## config.mk

```make
export PLATFORM = sky130hd
export DESIGN_NAME = pxb_top
export DESIGN_NICKNAME = d
export VERILOG_FILES = /design/src/design/pxb_pkg.sv /design/src/design/pxb_top.sv
export SDC_FILE = /design/constraint.sdc
export NUM_CORES = 1
export LEC_CHECK = 0
export BUFFER_PORTS_ARGS = -buffer_cell sky130_fd_sc_hd__clkbuf_2
export CAP_MARGIN = 5
export CORE_MARGIN = 3
export CORE_UTILIZATION = 45
export DETAILED_ROUTE_END_ITERATION = 10
export GPL_TIMING_DRIVEN = 0
export PLACE_DENSITY = 0.73
export SLEW_MARGIN = 20
export SYNTH_ARGS = -nofsm -noshare
export SYNTH_HDL_FRONTEND = slang
export SYNTH_SLANG_ARGS = --single-unit
```

## constraint.sdc

```tcl
create_clock -name clk -period 15.82 [get_ports clk]
set_input_delay 1.582 -clock clk [delete_from_list [all_inputs] [get_ports clk]]
set_output_delay 1.582 -clock clk [all_outputs]
set_load 0.03 [all_outputs]
```

## src/design/pxb_pkg.sv

```systemverilog
// Constants and types for the port and external bus pin block
package pxb_pkg;
  localparam int unsigned PORT_W        = 8;
  localparam int unsigned ADDR_W        = 16;
  localparam int unsigned CLK_MHZ       = 25;
  localparam logic [1:0]  MEM_NONE      = 2'h0;
  localparam logic [1:0]  MEM_4K        = 2'h1;
  localparam logic [1:0]  MEM_16K       = 2'h2;
  localparam logic [1:0]  MEM_FULL      = 2'h3;
  localparam logic [7:0]  PF_MASK_NONE  = 8'h00;
  localparam logic [7:0]  PF_MASK_4K    = 8'h0f;
  localparam logic [7:0]  PF_MASK_16K   = 8'h3f;
  localparam logic [7:0]  PF_MASK_FULL  = 8'hff;
  localparam logic [15:0] RAM_BASE      = 16'hfc00;
  localparam logic [1:0]  ROM_4K        = 2'h0;
  localparam logic [1:0]  ROM_8K        = 2'h1;
  localparam logic [1:0]  ROM_16K       = 2'h2;
  localparam logic [1:0]  ROM_32K       = 2'h3;
  localparam logic [15:0] ROM_END_4K    = 16'h1000;
  localparam logic [15:0] ROM_END_8K    = 16'h2000;
  localparam logic [15:0] ROM_END_16K   = 16'h4000;
  localparam logic [15:0] ROM_END_32K   = 16'h8000;
  localparam logic [7:0]  PC_ALT_SCK    = 8'h04;
  localparam logic [7:0]  PC_ALT_TOUT   = 8'h10;
  localparam int unsigned TIMER_W       = 8;
  typedef enum logic [2:0] {PXB_IDLE, PXB_ALE, PXB_SETUP, PXB_STROBE, PXB_HOLD} pxb_bus_e;
endpackage : pxb_pkg

```

## src/design/pxb_top.sv

```systemverilog
// Port lines, multiplexed external bus and edge-triggered inputs
//
// Overview of operation
// - Pulse address latch strobe so external latch captures low address byte.
// - Ports A, B, C: per-bit direction, all inputs after reset.
// - Each port C line selectable as general line or peripheral control line.
// - Port D direction set for whole byte only.
// - With external memory, port D becomes multiplexed address and data bus.
// - Port F per-bit direction; drives upper address with external memory.
// - Read strobe low only during an external read cycle.
// - Write strobe low only during an external write cycle.
// - Strobes float during reset and during hardware stop.
// - First maskable interrupt latches on rising edge.
// - Second maskable interrupt latches on falling edge.
// - Nonmaskable interrupt latches on falling edge, never masked.
// - Upper four analog pins detect falling edges as digital inputs.
// - Reset low clears configuration, bus state, port directions and edge latches; the timer keeps running.
// - Stop input low halts the system clock.
// - Serial clock pin driven when internal clock, input when external.
// - 64K space, top region on-chip RAM, rest ROM or RAM.
// - Internal program memory size selectable 4K, 8K, 16K or 32K.
// - Timer output pin gives square wave at timer-set frequency.
// - Memory size sets how many port F lines carry address.
`timescale 1ns/1ns
`default_nettype none
module pxb_top #(
  parameter int unsigned W = pxb_pkg::PORT_W
) (
  input  wire logic                     clk,
  input  wire logic                     rst,
  input  wire logic                     reset_in_n,
  input  wire logic                     stop_in_n,
  input  wire logic [1:0]               mem_size,
  input  wire logic                     mem_size_sel_lo,
  input  wire logic                     mem_size_sel_hi,
  input  wire logic                     romless,
  input  wire logic [1:0]               rom_size,
  input  wire logic                     rom_size_we,
  input  wire logic [W-1:0]             port_a_dir,
  input  wire logic [W-1:0]             port_a_wdata,
  input  wire logic [W-1:0]             port_b_dir,
  input  wire logic [W-1:0]             port_b_wdata,
  input  wire logic [W-1:0]             port_c_dir,
  input  wire logic [W-1:0]             port_c_wdata,
  input  wire logic [W-1:0]             port_c_alt,
  input  wire logic [W-1:0]             port_c_alt_out,
  input  wire logic                     port_d_out_en,
  input  wire logic [W-1:0]             port_d_wdata,
  input  wire logic [W-1:0]             port_f_dir,
  input  wire logic [W-1:0]             port_f_wdata,
  input  wire logic                     sck_internal,
  input  wire logic                     sck_gen,
  input  wire logic [pxb_pkg::TIMER_W-1:0] timer_reload,
  input  wire logic                     bus_req,
  input  wire logic                     bus_write,
  input  wire logic [pxb_pkg::ADDR_W-1:0] bus_addr,
  input  wire logic [W-1:0]             bus_wdata,
  input  wire logic [W-1:0]             port_a_lines_i,
  input  wire logic [W-1:0]             port_b_lines_i,
  input  wire logic [W-1:0]             port_c_lines_i,
  input  wire logic [W-1:0]             port_d_lines_i,
  input  wire logic [W-1:0]             port_f_lines_i,
  input  wire logic                     rise_edge_irq_in,
  input  wire logic                     fall_edge_irq_in_n,
  input  wire logic                     nmi_in_n,
  input  wire logic [3:0]               upper_analog_pins,
  input  wire logic                     irq_ack,
  output logic [W-1:0]                  port_a_lines_o,
  output logic [W-1:0]                  port_a_lines_oe,
  output logic [W-1:0]                  port_b_lines_o,
  output logic [W-1:0]                  port_b_lines_oe,
  output logic [W-1:0]                  port_c_lines_o,
  output logic [W-1:0]                  port_c_lines_oe,
  output logic [W-1:0]                  port_d_lines_o,
  output logic [W-1:0]                  port_d_lines_oe,
  output logic [W-1:0]                  port_f_lines_o,
  output logic [W-1:0]                  port_f_lines_oe,
  output logic [W-1:0]                  port_a_rdata,
  output logic [W-1:0]                  port_b_rdata,
  output logic [W-1:0]                  port_c_rdata,
  output logic [W-1:0]                  port_d_rdata,
  output logic [W-1:0]                  port_f_rdata,
  output logic                          addr_latch,
  output logic                          rd_n_o,
  output logic                          rd_n_oe,
  output logic                          wr_n_o,
  output logic                          wr_n_oe,
  output logic                          bus_done,
  output logic [W-1:0]                  bus_rdata,
  output logic                          bus_internal,
  output logic                          irq_rise,
  output logic                          irq_fall,
  output logic                          irq_nmi,
  output logic [3:0]                    analog_fall,
  output logic                          osc_halt,
  output logic                          dev_reset,
  output logic [1:0]                    ext_mem_cfg,
  output logic [1:0]                    rom_size_cfg
);
  ////////////////////////////////////////////////////////////////////////////
  // Synchronisers: two flops for every pin input
  localparam int unsigned NS = 5*W + 8;
  logic [NS-1:0] pin_raw, sync1, sync2;
  // Edge detectors only look back at the interrupt and analog bits
  logic [6:0]    prev;
  assign pin_raw = {port_a_lines_i, port_b_lines_i, port_c_lines_i, port_d_lines_i, port_f_lines_i,
                    rise_edge_irq_in, fall_edge_irq_in_n, nmi_in_n, upper_analog_pins, reset_in_n};
  always_ff @(posedge clk or posedge rst) begin
    if (rst) begin
      sync1 <= '1;
      sync2 <= '1;
      prev  <= '1;
    end else begin
      sync1 <= pin_raw;
      sync2 <= sync1;
      prev  <= sync2[7:1];
    end
  end
  logic [W-1:0] s_pa, s_pb, s_pc, s_pd, s_pf;
  logic         s_rise_edge_irq_in, s_fall_edge_irq_in_n_n, s_nmi_n, s_rst_n, p_rise_edge_irq_in, p_fall_edge_irq_in_n_n, p_nmi_n;
  logic [3:0]   s_an, p_an;
  assign {s_pa, s_pb, s_pc, s_pd, s_pf, s_rise_edge_irq_in, s_fall_edge_irq_in_n_n, s_nmi_n, s_an, s_rst_n} = sync2;
  assign {p_rise_edge_irq_in, p_fall_edge_irq_in_n_n, p_nmi_n, p_an} = prev;

  // Stop pin has its own pair, reset-initialised high; the mode pin pair resets low
  logic       stop_s1, stop_s2;
  logic [1:0] mode_s1, mode_s2;
  always_ff @(posedge clk or posedge rst) begin
    if (rst) begin
      stop_s1 <= 1'b1;
      stop_s2 <= 1'b1;
      mode_s1 <= 2'h0;
      mode_s2 <= 2'h0;
    end else begin
      stop_s1 <= stop_in_n;
      stop_s2 <= stop_s1;
      mode_s1 <= {mem_size_sel_hi, mem_size_sel_lo};
      mode_s2 <= mode_s1;
    end
  end
  logic dev_rst;
  assign dev_rst = !s_rst_n;

  ////////////////////////////////////////////////////////////////////////////
  // Configuration capture
  logic [1:0] ext_cfg;
  always_comb begin
    ext_cfg = mem_size;
    if (romless) begin
      ext_cfg = mode_s2 == 2'h0 ? pxb_pkg::MEM_4K :
                (mode_s2[1] ? pxb_pkg::MEM_FULL : pxb_pkg::MEM_16K);
    end
  end
  always_ff @(posedge clk or posedge rst) begin
    if (rst) begin
      ext_mem_cfg  <= pxb_pkg::MEM_NONE;
      rom_size_cfg <= pxb_pkg::ROM_32K;
      dev_reset    <= 1'b1;
      osc_halt     <= 1'b0;
    end else begin
      dev_reset <= dev_rst;
      osc_halt  <= !stop_s2;
      if (dev_rst) begin
        ext_mem_cfg  <= pxb_pkg::MEM_NONE;
        rom_size_cfg <= pxb_pkg::ROM_32K;
      end else begin
        ext_mem_cfg <= ext_cfg;
        if (rom_size_we) begin
          rom_size_cfg <= rom_size;
        end
      end
    end
  end

  logic       ext_on;
  logic [7:0] pf_amask;
  assign ext_on = ext_mem_cfg != pxb_pkg::MEM_NONE;
  always_comb begin
    case (ext_mem_cfg)
      pxb_pkg::MEM_4K:   pf_amask = pxb_pkg::PF_MASK_4K;
      pxb_pkg::MEM_16K:  pf_amask = pxb_pkg::PF_MASK_16K;
      pxb_pkg::MEM_FULL: pf_amask = pxb_pkg::PF_MASK_FULL;
      default:           pf_amask = pxb_pkg::PF_MASK_NONE;
    endcase
  end

  // Internal decode: on-chip RAM at top, program memory below its limit
  logic [15:0] rom_end;
  logic        addr_int;
  always_comb begin
    case (rom_size_cfg)
      pxb_pkg::ROM_4K:  rom_end = pxb_pkg::ROM_END_4K;
      pxb_pkg::ROM_8K:  rom_end = pxb_pkg::ROM_END_8K;
      pxb_pkg::ROM_16K: rom_end = pxb_pkg::ROM_END_16K;
      default:          rom_end = pxb_pkg::ROM_END_32K;
    endcase
  end
  assign addr_int = (bus_addr >= pxb_pkg::RAM_BASE) || (!romless && bus_addr < rom_end);

  ////////////////////////////////////////////////////////////////////////////
  // External bus sequencer
  pxb_pkg::pxb_bus_e st;
  logic [15:0] a_q;
  logic [7:0]  d_q;
  logic        w_q;
  always_ff @(posedge clk or posedge rst) begin
    if (rst) begin
      st <= pxb_pkg::PXB_IDLE;
      a_q <= 16'h0000;
      d_q <= 8'h00;
      w_q <= 1'b0;
      bus_done <= 1'b0;
      bus_internal <= 1'b0;
      bus_rdata <= 8'h00;
    end else begin
      bus_done <= 1'b0;
      bus_internal <= 1'b0;
      if (dev_rst || osc_halt) begin
        st <= pxb_pkg::PXB_IDLE;
      end else begin
        case (st)
          pxb_pkg::PXB_IDLE: if (bus_req) begin
            if (addr_int || !ext_on) begin
              bus_internal <= 1'b1;
              bus_done <= 1'b1;
            end else begin
              a_q <= bus_addr;
              d_q <= bus_wdata;
              w_q <= bus_write;
              st  <= pxb_pkg::PXB_ALE;
            end
          end
          pxb_pkg::PXB_ALE:    st <= pxb_pkg::PXB_SETUP;
          pxb_pkg::PXB_SETUP:  st <= pxb_pkg::PXB_STROBE;
          pxb_pkg::PXB_STROBE: st <= pxb_pkg::PXB_HOLD;
          pxb_pkg::PXB_HOLD: begin
            // Synchronised pins lag two edges, so the byte is taken one state late
            if (!w_q) begin
              bus_rdata <= s_pd;
            end
            bus_done <= 1'b1;
            st <= pxb_pkg::PXB_IDLE;
          end
          default: st <= pxb_pkg::PXB_IDLE;
        endcase
      end
    end
  end
  logic in_bus;
  assign in_bus = st != pxb_pkg::PXB_IDLE;

  // Address latch pulse, read and write strobes and their enables
  always_ff @(posedge clk or posedge rst) begin
    if (rst) begin
      addr_latch <= 1'b0;
      rd_n_o <= 1'b1;
      wr_n_o <= 1'b1;
      rd_n_oe <= 1'b0;
      wr_n_oe <= 1'b0;
    end else begin
      addr_latch <= st == pxb_pkg::PXB_IDLE && bus_req && !addr_int && ext_on && !dev_rst && !osc_halt;
      rd_n_o <= !((st == pxb_pkg::PXB_ALE || st == pxb_pkg::PXB_SETUP) && !w_q);
      wr_n_o <= !((st == pxb_pkg::PXB_ALE || st == pxb_pkg::PXB_SETUP) && w_q);
      rd_n_oe <= !dev_rst && stop_s2;
      wr_n_oe <= !dev_rst && stop_s2;
    end
  end

  ////////////////////////////////////////////////////////////////////////////
  // Timer square wave on its alternate port C line
  logic [pxb_pkg::TIMER_W-1:0] tcnt;
  logic                        tsq;
  always_ff @(posedge clk or posedge rst) begin
    if (rst) begin
      tcnt <= '0;
      tsq  <= 1'b0;
    end else if (tcnt == '0) begin
      tcnt <= timer_reload;
      tsq  <= !tsq;
    end else begin
      tcnt <= tcnt - 1'b1;
    end
  end

  ////////////////////////////////////////////////////////////////////////////
  // Port pins
  logic [W-1:0] c_alt_val, c_alt_oe;
  always_comb begin
    c_alt_val = port_c_alt_out;
    c_alt_oe  = port_c_dir;
    c_alt_val = (c_alt_val & ~pxb_pkg::PC_ALT_SCK & ~pxb_pkg::PC_ALT_TOUT)
              | (sck_gen ? pxb_pkg::PC_ALT_SCK : 8'h00) | (tsq ? pxb_pkg::PC_ALT_TOUT : 8'h00);
    c_alt_oe  = (c_alt_oe & ~pxb_pkg::PC_ALT_SCK) | (sck_internal ? pxb_pkg::PC_ALT_SCK : 8'h00);
    c_alt_oe  = c_alt_oe | pxb_pkg::PC_ALT_TOUT;
  end
  always_ff @(posedge clk or posedge rst) begin
    if (rst) begin
      port_a_lines_o <= '0; port_a_lines_oe <= '0;
      port_b_lines_o <= '0; port_b_lines_oe <= '0;
      port_c_lines_o <= '0; port_c_lines_oe <= '0;
      port_d_lines_o <= '0; port_d_lines_oe <= '0;
      port_f_lines_o <= '0; port_f_lines_oe <= '0;
    end else if (dev_rst) begin
      port_a_lines_oe <= '0;
      port_b_lines_oe <= '0;
      port_c_lines_oe <= '0;
      port_d_lines_oe <= '0;
      port_f_lines_oe <= '0;
    end else begin
      port_a_lines_o <= port_a_wdata;  port_a_lines_oe <= port_a_dir;
      port_b_lines_o <= port_b_wdata;  port_b_lines_oe <= port_b_dir;
      for (int i = 0; i < W; i++) begin
        port_c_lines_o[i]  <= port_c_alt[i] ? c_alt_val[i] : port_c_wdata[i];
        port_c_lines_oe[i] <= port_c_alt[i] ? c_alt_oe[i] : port_c_dir[i];
      end
      if (ext_on) begin
        // Address shown only during the latch pulse; data follows on writes
        port_d_lines_o  <= (st == pxb_pkg::PXB_IDLE) ? bus_addr[7:0] : (w_q ? d_q : a_q[7:0]);
        port_d_lines_oe <= {W{(st == pxb_pkg::PXB_IDLE && bus_req && !addr_int) || (in_bus && w_q)}};
      end else begin
        port_d_lines_o  <= port_d_wdata;
        port_d_lines_oe <= {W{port_d_out_en}};
      end
      for (int i = 0; i < W; i++) begin
        port_f_lines_o[i]  <= pf_amask[i] ? (in_bus ? a_q[8+i] : bus_addr[8+i]) : port_f_wdata[i];
        port_f_lines_oe[i] <= pf_amask[i] ? 1'b1 : port_f_dir[i];
      end
    end
  end
  always_ff @(posedge clk or posedge rst) begin
    if (rst) begin
      port_a_rdata <= '0; port_b_rdata <= '0; port_c_rdata <= '0; port_d_rdata <= '0; port_f_rdata <= '0;
    end else begin
      port_a_rdata <= s_pa; port_b_rdata <= s_pb; port_c_rdata <= s_pc;
      port_d_rdata <= s_pd; port_f_rdata <= s_pf;
    end
  end

  ////////////////////////////////////////////////////////////////////////////
  // Edge-latched requests, held until acknowledged; a new edge beats the ack
  always_ff @(posedge clk or posedge rst) begin
    if (rst) begin
      irq_rise <= 1'b0; irq_fall <= 1'b0; irq_nmi <= 1'b0; analog_fall <= '0;
    end else if (dev_rst) begin
      irq_rise <= 1'b0; irq_fall <= 1'b0; irq_nmi <= 1'b0; analog_fall <= '0;
    end else begin
      irq_rise <= (s_rise_edge_irq_in && !p_rise_edge_irq_in) || (irq_rise && !irq_ack);
      irq_fall <= (!s_fall_edge_irq_in_n_n && p_fall_edge_irq_in_n_n) || (irq_fall && !irq_ack);
      irq_nmi  <= (!s_nmi_n && p_nmi_n) || (irq_nmi && !irq_ack);
      analog_fall <= (~s_an & p_an) | (analog_fall & {4{!irq_ack}});
    end
  end

  ////////////////////////////////////////////////////////////////////////////
  a_strobe_float: assert property (@(posedge clk) disable iff (rst)
    $fell(stop_s2) |=> !rd_n_oe && !wr_n_oe) else $error("strobes not floated in stop");
  a_rd_only_read: assert property (@(posedge clk) disable iff (rst)
    !rd_n_o |-> $past(in_bus) && !w_q) else $error("read strobe outside read cycle");
  a_wr_only_write: assert property (@(posedge clk) disable iff (rst)
    !wr_n_o |-> $past(in_bus) && w_q) else $error("write strobe outside write cycle");
  a_ale_first: assert property (@(posedge clk) disable iff (rst)
    addr_latch |-> (rd_n_o && wr_n_o) ##1 (!rd_n_o || !wr_n_o)[*2]) else $error("strobe order wrong");
  a_nmi_edge: assert property (@(posedge clk) disable iff (rst || dev_rst)
    (!s_nmi_n && p_nmi_n) |=> irq_nmi) else $error("nmi edge lost");
  a_rise_edge: assert property (@(posedge clk) disable iff (rst || dev_rst)
    (s_rise_edge_irq_in && !p_rise_edge_irq_in) |=> irq_rise) else $error("rising edge lost");
  a_fall_edge: assert property (@(posedge clk) disable iff (rst || dev_rst)
    (!s_fall_edge_irq_in_n_n && p_fall_edge_irq_in_n_n) |=> irq_fall) else $error("falling edge lost");
  a_reset_inputs: assert property (@(posedge clk) disable iff (rst)
    dev_rst |=> port_a_lines_oe == '0 && port_b_lines_oe == '0 && port_c_lines_oe == '0)
    else $error("ports not inputs in reset");
  a_pf_addr: assert property (@(posedge clk) disable iff (rst || dev_rst)
    ext_mem_cfg == pxb_pkg::MEM_4K && $stable(ext_mem_cfg) |=> port_f_lines_oe[3:0] == 4'hf)
    else $error("port f address lines not driven");
  c_read_cycle:  cover property (@(posedge clk) addr_latch && !bus_write ##2 !rd_n_o);
  c_write_cycle: cover property (@(posedge clk) addr_latch && bus_write ##2 !wr_n_o);
  c_nmi:         cover property (@(posedge clk) $rose(irq_nmi));
  c_stop:        cover property (@(posedge clk) $rose(osc_halt));
endmodule : pxb_top
`default_nettype wire

```

==> results.yml, run 1 <==
run_status:
  outcome: "completed"
floorplanning:
  start_util: 0.467
  die_width_um: 152
  row_count: 52
  fp.dieArea_mm2: 0.0232
  coreArea_mm2: 0.0206
  ios: 333
  die_h_um: 152
final_layout:
  largestRegisters: "sync1: 48 flops, sync2: 48 flops, a_q: 16 flops"
  finish.net_count: 1182
  multi_input_area_mm2: 0.00216
  area_growth_syn_to_layout_pct: 30.9
  seqCellArea_mm2: 0.00729
  mostFrequentLayoutCells: "330 x clkbuf_2, 176 x dfrtp_1, 110 x dfstp_2"
  stdcell_count: 1286
  final_common_cell: "clkbuf_2"
  fin_util: 0.612
  drive_above_1_share: 0.540
  fillCellCount: 1626
grt:
  antenna_found_initial: 1
  grt_pass1_vias: 6434
  grt_pass1_wl_um: 35200
  grt_use_total: 0.190
  grt_max_degree: 111
  overflow: 0
place:
  numPlacedInstances: 1233
  port_buffers: 330
  post-place-ws_ns: 12.28
  dp_hpwl_um: 16400
  gp_congestion: 0.810
sta:
  finalSetupTns_ns: 0
  fmax_mhz: 336
  worst_slack_ns: 12.84
  finalCriticalPeriod_ns: 2.98
  holdWs_ns: 0.347
  finalSetupViolCount: 0
  drv_slew: 0
  max_slew.worst_pin.slew_ns: 0.761
  rsz0062_at_grt: "false"
  fin_crit_sh: 0.188
  finalHoldViolCount: 0
  slew_headroom: 0.490
  clock_skew_ns: 0.0172
logic_synthesis:
  synth_seq_cells: 286
  yosysSeqAreaShare: 0.757
  synth_warnings: 0
  ys.flop_type: "dfrtp_1"
  syn_area_per_cell_um2: 15.3
  netlist_instances: 631
  yosys.area.top_type: "dfrtp_1"
  synth.top_cell.area_share: 0.457
  ys_types: 42
  syn_area_mm2: 0.00964
  synth_edf_count: 0
  synth_nets: 820
  ys_top_cells_by_area: "dfrtp_1 46%, dfstp_2 30%, mux2_2 3.5%"
  synthArstFlopShare: 1.00
setup_path:
  start_kind: "input pin"
  critical_path_peak_fanout: 10
  endpoint_kind: "register"
  crit_type: "input pin to register"
  crit_start: "bus_addr[15]"
  cp_data_arrival_time_ns: 3.38
  r2r_slack_ns: 13.32
  required_ns: 16.22
  r2r_start: "sync2[0]"
clock_tree:
  clkLatencyLatePin_ns: 0.53
  h-tree-depth: 1
  clkSlewWorstSetupHoldPaths_ns: 0.06
  tritoncts: "built"
  cts_buffers: 28
  postCtsSetupRepairBufs: 0
  cts_hold_buf: 0
  cts_num_sinks: 286
  cts_resized: 0
  cts_root_buf: "clkbuf_16"
  cts_max_path_buffers: 3
power:
  p_leak_uw: 0.00621
  pwr-share-comb: 0.138
  clkPwrFrac: 0.372
  swShare: 0.256
  p_per_area_mw_per_mm2: 138
  p_switching_uw: 446
  p_seq_frac: 0.490
  vdd_drop_max_mv: 0.0991
  p_int_uw: 1300
detailed_routing:
  routed_wirelength_um: 22200
  routed_via_density: 4.74
  wire_per_inst_um: 17.3
  num_vias: 6098
  drtAntennaViolNets: 0
  drc: 0
  dr.pass1.iters: 4
  drtIter0Drc: 225
hold_path:
  min-delay-start: "mode_s1[1]"
  hold_class: "register to register"
flow_run:
  drv_cap: 0
-- area by class of cell --
cell class,count,area share
Timing Repair Buffer,332,0.135
Tap cell,270,0.0268
Buffer,32,0.0131
Sequential cell,286,0.578
Antenna cell,1,0.000198
Clock buffer,41,0.0634
Clock inverter,11,0.00962
Inverter,7,0.00268
Multi-Input combinational cell,306,0.171
-- through the flow --
stage	cell area (um^2)	total power, uW
4_1_cts	12600	1770
3_5_place_dp	11700	1110
5_1_grt	12600	1830
2_1_floorplan	9640	1020
6_report	12600	1750
3_3_place_gp	11600	1100
-- kinds of logic (layout without fill, tap and decap cells) --
kind of cell / after synthesis / count (layout) / synth area share
muxes: 68 / 68 / 0.0836
other: 0 / 1 / 0
and+or+nand+nor: 141 / 141 / 0.0745
DFF: 286 / 286 / 0.757
adders and majority gates: 4 / 4 / 0.00519
xor gates and xnor gates: 4 / 4 / 0.00364
AOI/OAI and AO/OA: 89 / 89 / 0.0562
buffers and inverters: 39 / 423 / 0.0199
-- final timing paths --
| path | end | cells past startpoint |
|---|---|---|
| max in group asynchronous | sync1[0] | 3 |
| worst max register to register | bus_rdata[0] | 4 |
| min in group asynchronous | port_a_rdata[4] | 2 |
| worst max-delay path | a_q[8] | 6 |
| worst min register to register | mode_s2[1] | 0 |
| worst min-delay path | mode_s2[1] | 0 |
-- worst max-delay path: stages --
cell	delay, ns
clkbuf_2	0.12
ha_1	0.32
a211o_1	0.36
o211ai_4	0.39
buf_6	0.26
mux2_1	0.34
-- power groups by stage --
stage / Combinational [uW] / Sequential, uW / Clock (uW)
3_3_place_gp: 236 / 864 / 0
3_5_place_dp: 244 / 866 / 0
4_1_cts: 244 / 855 / 666
2_1_floorplan: 114 / 907 / 0
5_1_grt: 263 / 864 / 703
6_report: 241 / 855 / 650
-- synth_stat cells, types with 2 or more instances --
cell / instances
dfrtp_1: 176
dfstp_2: 110
nor2_1: 50
a21oi_1: 37
mux2_2: 30
nand2_1: 27
and2_1: 24
clkbuf_1: 19
mux2i_1: 19
mux2_4: 17
nand2b_1: 16
o21ai_0: 14
a31oi_1: 13
nor4_1: 10
a211oi_1: 8
a21o_1: 8
buf_4: 8
inv_1: 6
ha_1: 4
xnor2_1: 4
buf_1: 3
o21a_1: 3
or4_1: 3
buf_6: 2
mux2_1: 2
or3_1: 2
-- routing by layer --
layer  share of wire  up-vias  track usage
li1                -     2859            -
met1            0.39     2951        0.230
met2            0.50      249        0.330
met3           0.087       39       0.0560
met4           0.028        0       0.0561
met5               0        -            0
Note: power is estimated with default switching activity, not from simulation.
==> inputs of run 2 (changes only) <==
==> constraint.sdc (replaced) <==
create_clock -name clk -period 2.76 [get_ports clk]
set_input_delay 0.276 -clock clk [delete_from_list [all_inputs] [get_ports clk]]
set_output_delay 0.276 -clock clk [all_outputs]
set_load 0.03 [all_outputs]
==> run 2 against run 1 <==
  * Hold slack worse by 0.33 ns
  * Clock-buffer cell count decreased by 1
  * Worst setup slack got worse by 13 ns
  * Critical path type is now register to register
  * Largest cell class unchanged
  * Global-route usage up 3.4 points
  * Sequential share of layout area down 6.1 points
==> results.yml, run 2 (synthesized netlist as in run 1, its figures left out) <==
setup_path:
  cp_data_arrival_time_ns: 2.88
  crit_path_cell_trace: "clkinv_1, nor4_1, nand3b_1, mux2_2"
  critical_path_peak_fanout: 9
  crit_path_max_incr_delay_ns: 0.59
  cp_slowest_cell: "dfstp_2"
  required_ns: 3.17
  endpoint_kind: "register"
  start_kind: "register"
  crit_type: "register to register"
  worst-path-buf-inv: 1
  path_delay_family: "simple AND/OR/NAND/NOR gates"
final_layout:
  final_common_cell: "clkbuf_2"
  stdcell_count: 1416
  drive_above_1_share: 0.490
  area_growth_syn_to_layout_pct: 46.2
  fin_util: 0.683
  finish.net_count: 1312
  largestRegisters: "sync1: 48 flops, sync2: 48 flops, a_q: 16 flops"
  mostFrequentLayoutCells: "330 x clkbuf_2, 176 x dfrtp_1, 123 x dlygate4sd3_1"
sta:
  worst_slack_ns: 0.287
  fmax_mhz: 404
  clock_skew_ns: 0.0130
  max_slew.worst_pin.slew_ns: 0.759
  slew_headroom: 0.494
  finalCriticalPeriod_ns: 2.47
  fin_crit_sh: 0.896
  finalHoldViolCount: 0
  drv_slew: 0
  rsz0062_at_grt: "false"
  finalSetupViolCount: 0
  finalSetupTns_ns: 0
clock_tree:
  tritoncts: "built"
  clkLatencyLatePin_ns: 0.53
  cts_root_buf: "clkbuf_16"
  clkSlewWorstSetupHoldPaths_ns: 0.06
  cts_buffers: 28
  h-tree-depth: 1
  cts_max_path_buffers: 3
  postCtsSetupRepairBufs: 0
  cts_num_sinks: 286
detailed_routing:
  routed_wirelength_um: 25600
  num_vias: 6797
  drtIter0Drc: 253
  routed_via_density: 4.80
  drtAntennaViolNets: 0
  wire_per_inst_um: 18.1
  dr.pass1.iters: 4
  drc: 0
place:
  numPlacedInstances: 1240
  port_buffers: 330
  post-place-ws_ns: 0.273
  dp_hpwl_um: 17300
  gp_congestion: 0.834
grt:
  grt_pass1_vias: 7664
  overflow: 0
  grt_max_degree: 37
  grt_pass1_wl_um: 41600
  grt_use_total: 0.223
  antenna_found_initial: 0
hold_path:
  hold_class: "input pin to register"
floorplanning:
  die_width_um: 152
  coreArea_mm2: 0.0206
  start_util: 0.467
  ios: 333
  row_count: 52
  fp.dieArea_mm2: 0.0232
  die_h_um: 152
flow_run:
  drv_cap: 0
power:
  p_per_area_mw_per_mm2: 754
  vdd_drop_max_mv: 0.594
  p_leak_uw: 0.00684
run_status:
  outcome: "completed"
==> run 2: changes by cell type in the layout (fill, tap and decap cells not counted) <==
cell | before | now
clkinv_8 | 1 | 0
buf_12 | 0 | 9
clkbuf_8 | 5 | 8
dlygate4sd3_1 | 0 | 123
clkbuf_16 | 28 | 30
clkinv_4 | 0 | 1
clkinvlp_4 | 2 | 3
inv_8 | 1 | 0
clkinv_2 | 6 | 3
clkbuf_1 | 27 | 21
inv_6 | 0 | 2
buf_16 | 2 | 0
bufinv_16 | 2 | 4
==> run 2: final cells by class <==
class,instances,area (um^2)
Antenna cell,1,2.50
Timing Repair Buffer,462,3060
Buffer,32,165
Multi-Input combinational cell,306,2160
Clock buffer,40,868
Tap cell,270,338
Clock inverter,12,176
Fill cell,1374,6530
Sequential cell,286,7290
Inverter,7,30.0
==> run 2: timing repair <==
action                    in CTS  in global routing
hold buffers                 123                  0
hold endpoints to repair     156                  0
gates resized for setup        0                  0
==> run 2: final timing paths <==
kind	start	depth (start not counted)	slack (ns)	end
worst max-delay path	sync2[0]	4	0.29	bus_rdata[7]
worst min-delay path	timer_reload[0]	3	0.02	tcnt[0]
worst max register to register	sync2[0]	4	0.29	bus_rdata[7]
worst min register to register	sync1[23]	0	0.35	sync2[23]
max in group asynchronous	rst	7	1.42	prev[1]
min in group asynchronous	rst	4	0.35	port_a_rdata[5]
==> run 2: stage by stage <==
stage	area, um^2	total power (uW)	hold slack, ns
after floorplan	9640	5850	0.280
after global placement	11600	6310	0.338
after CTS	14100	10700	0.00106
final	14100	10600	0.0161
after detailed placement	11800	6390	0.335
after global routing	14100	11100	0.00315
==> run 2: metal layers <==
metal,wire [um],global-route usage,vias to the layer above
met5,0,0,-
met4,1040,0.0830,0
met3,1640,0.0542,70
met2,13300,0.398,290
met1,9570,0.262,3319
li1,-,-,3118
==> run 2: where the power goes <==
group | switching, uW | internal (uW) | leakage [uW]
registers | 240 | 4670 | 0.00330
clock network | 1570 | 2570 | 0.000511
logic | 862 | 709 | 0.00303
==> run 2: tightest hold or removal path, stage by stage <==
cell and delay (ns):
clkbuf_2 0.08, nor2_1 0.04, a21oi_1 0.11
==> inputs of run 3 (changes only) <==
==> constraint.sdc (replaced) <==
create_clock -name clk -period 2.4 [get_ports clk]
set_input_delay 0.24 -clock clk [delete_from_list [all_inputs] [get_ports clk]]
set_output_delay 0.24 -clock clk [all_outputs]
set_load 0.03 [all_outputs]
==> run 3 against run 2 <==
  * Cell count up 1.4%
  * Largest cell class unchanged
  * Combinational power up 18%
  * Design area up 1.4%
  * Maximum frequency up 5.9%
==> results.yml, run 3 (synthesized netlist as in run 1, its figures left out) <==
run_status:
  outcome: "completed"
final_layout:
  multi_input_area_mm2: 0.00216
  fillCellCount: 1343
  largestRegisters: "sync1: 48 flops, sync2: 48 flops, a_q: 16 flops"
  stdcell_count: 1436
  mostFrequentLayoutCells: "330 x clkbuf_2, 176 x dfrtp_1, 140 x dlygate4sd3_1"
  finish.net_count: 1331
  fin_area_mm2: 0.0143
  seqCellArea_mm2: 0.00729
  drive_above_1_share: 0.486
  final_common_cell: "clkbuf_2"
  area_growth_syn_to_layout_pct: 48.3
power:
  p_seq_frac: 0.461
  p_per_area_mw_per_mm2: 858
  pwr-share-comb: 0.151
  p_switching_uw: 3100
  p_leak_uw: 0.00693
  clkPwrFrac: 0.388
  p_int_uw: 9160
  vdd_drop_max_mv: 0.731
  swShare: 0.253
floorplanning:
  coreArea_mm2: 0.0206
  die_width_um: 152
  die_h_um: 152
  start_util: 0.467
  ios: 333
  fp.dieArea_mm2: 0.0232
  row_count: 52
detailed_routing:
  drtIter0Drc: 246
  routed_wirelength_um: 26400
  drtAntennaViolNets: 0
  drc: 0
  wire_per_inst_um: 18.4
  routed_via_density: 4.82
  dr.pass1.iters: 4
  num_vias: 6926
grt:
  overflow: 0
  grt_use_total: 0.230
  use_met1: 0.267
  grtUsageMet2: 0.415
  met3_usage: 0.0534
  grt_pass1_wl_um: 42600
  grt_pass1_vias: 7857
  antenna_found_initial: 1
  grt_max_degree: 37
  busiest_layer: "met2"
setup_path:
  critical_path_peak_fanout: 10
  required_ns: 2.80
  crit_path_cell_trace: "nand2_1, ha_1, a211o_1, o211ai_4, buf_6, mux2_1"
  endpoint_kind: "register"
  crit_path_max_incr_delay_ns: 0.61
  cp_slowest_cell: "dfstp_2"
  cp_data_arrival_time_ns: 2.74
  crit_type: "register to register"
  start_kind: "register"
sta:
  rsz0062_at_grt: "false"
  finalHoldViolCount: 0
  worst_slack_ns: 0.0656
  finalCriticalPeriod_ns: 2.33
  slew_headroom: 0.448
  finalSetupTns_ns: 0
  fin_crit_sh: 0.973
  holdWs_ns: 0.0185
  fmax_mhz: 428
  clock_skew_ns: 0.0166
  drv_slew: 0
  max_slew.worst_pin.slew_ns: 0.828
  finalSetupViolCount: 0
place:
  placed_area_mm2: 0.0118
  numPlacedInstances: 1240
  post-place-ws_ns: -0.0868
  dp_hpwl_um: 17300
  gp_congestion: 0.834
  port_buffers: 330
clock_tree:
  h-tree-depth: 1
  cts_max_path_buffers: 3
  clkLatencyLatePin_ns: 0.53
  cts_buffers: 28
  clkSlewWorstSetupHoldPaths_ns: 0.07
  tritoncts: "built"
  cts_num_sinks: 286
  cts_root_buf: "clkbuf_16"
hold_path:
  hold_class: "input pin to register"
flow_run:
  drv_cap: 0
==> run 3: cell count changes in the layout (fill, tap and decap cells not counted), sizes merged <==
cell / before / now
buf: 22 / 25
dlygate4sd3: 123 / 140
diode: 1 / 2
clkbuf: 389 / 388
==> run 3: final timing paths <==
path / endpoint / from / slack (ns) / cells after the start
max: a_q[8] / rom_size_cfg[0] / 0.07 / 6
min: port_c_lines_o[0] / port_c_alt_out[0] / 0.02 / 3
max reg2reg: a_q[8] / rom_size_cfg[0] / 0.07 / 6
min reg2reg: sync2[45] / sync1[45] / 0.35 / 0
max in group asynchronous: prev[1] / rst / 1.08 / 7
min in group asynchronous: port_a_rdata[0] / rst / 0.33 / 4
==> run 3: timing repair <==
item	4_1_cts	5_1_grt
buffers inserted	3	0
gates resized for setup	0	2
pin swaps	2	0
endpoints found under the hold margin	194	0
hold buffers	140	0
endpoints found under the setup margin	19	7
==> run 3: critical path, delay by kind of cell (launching register included) <==
| kind | cells | cell delay (ns) |
|---|---|---|
| muxes | 1 | 0.34 |
| DFF | 1 | 0.61 |
| buffers and inverters | 1 | 0.23 |
| and+or+nand+nor | 1 | 0.09 |
| adders and majority gates | 1 | 0.29 |
| AOI/OAI and AO/OA | 2 | 0.65 |
==> run 3: layout make-up <==
class                   count  share of cell area
flip-flops and latches    286               0.510
repair buffers            482               0.228
diodes                      2            0.000350
plain buffers              31              0.0113
clock inverters            12              0.0123
multi-input cells         306               0.151
inverters                   7             0.00210
well taps                 270              0.0236
clock buffers              40              0.0608
==> run 3: per-layer routing <==
| metal | vias up | wire, um |
|---|---|---|
| li1 | 3158 | - |
| met1 | 3405 | 9780 |
| met2 | 288 | 13900 |
| met3 | 75 | 1650 |
| met4 | 0 | 1110 |
| met5 | - | 0 |
==> run 3: power groups by stage <==
| stage | Combinational (uW) | Clock, uW | Sequential, uW |
|---|---|---|---|
| after global placement | 1560 | 0 | 5690 |
| after floorplan | 750 | 0 | 5980 |
| after CTS | 1840 | 4870 | 5640 |
| after detailed placement | 1640 | 0 | 5710 |
| final | 1850 | 4760 | 5650 |
| after global routing | 2010 | 5090 | 5710 |
==> run 3: per-stage QoR <==
step	power, uW	util
after floorplan	6730	-
after global placement	7260	0.564
after detailed placement	7350	0.573
after CTS	12400	0.693
after global routing	12800	0.693
final	12300	0.693
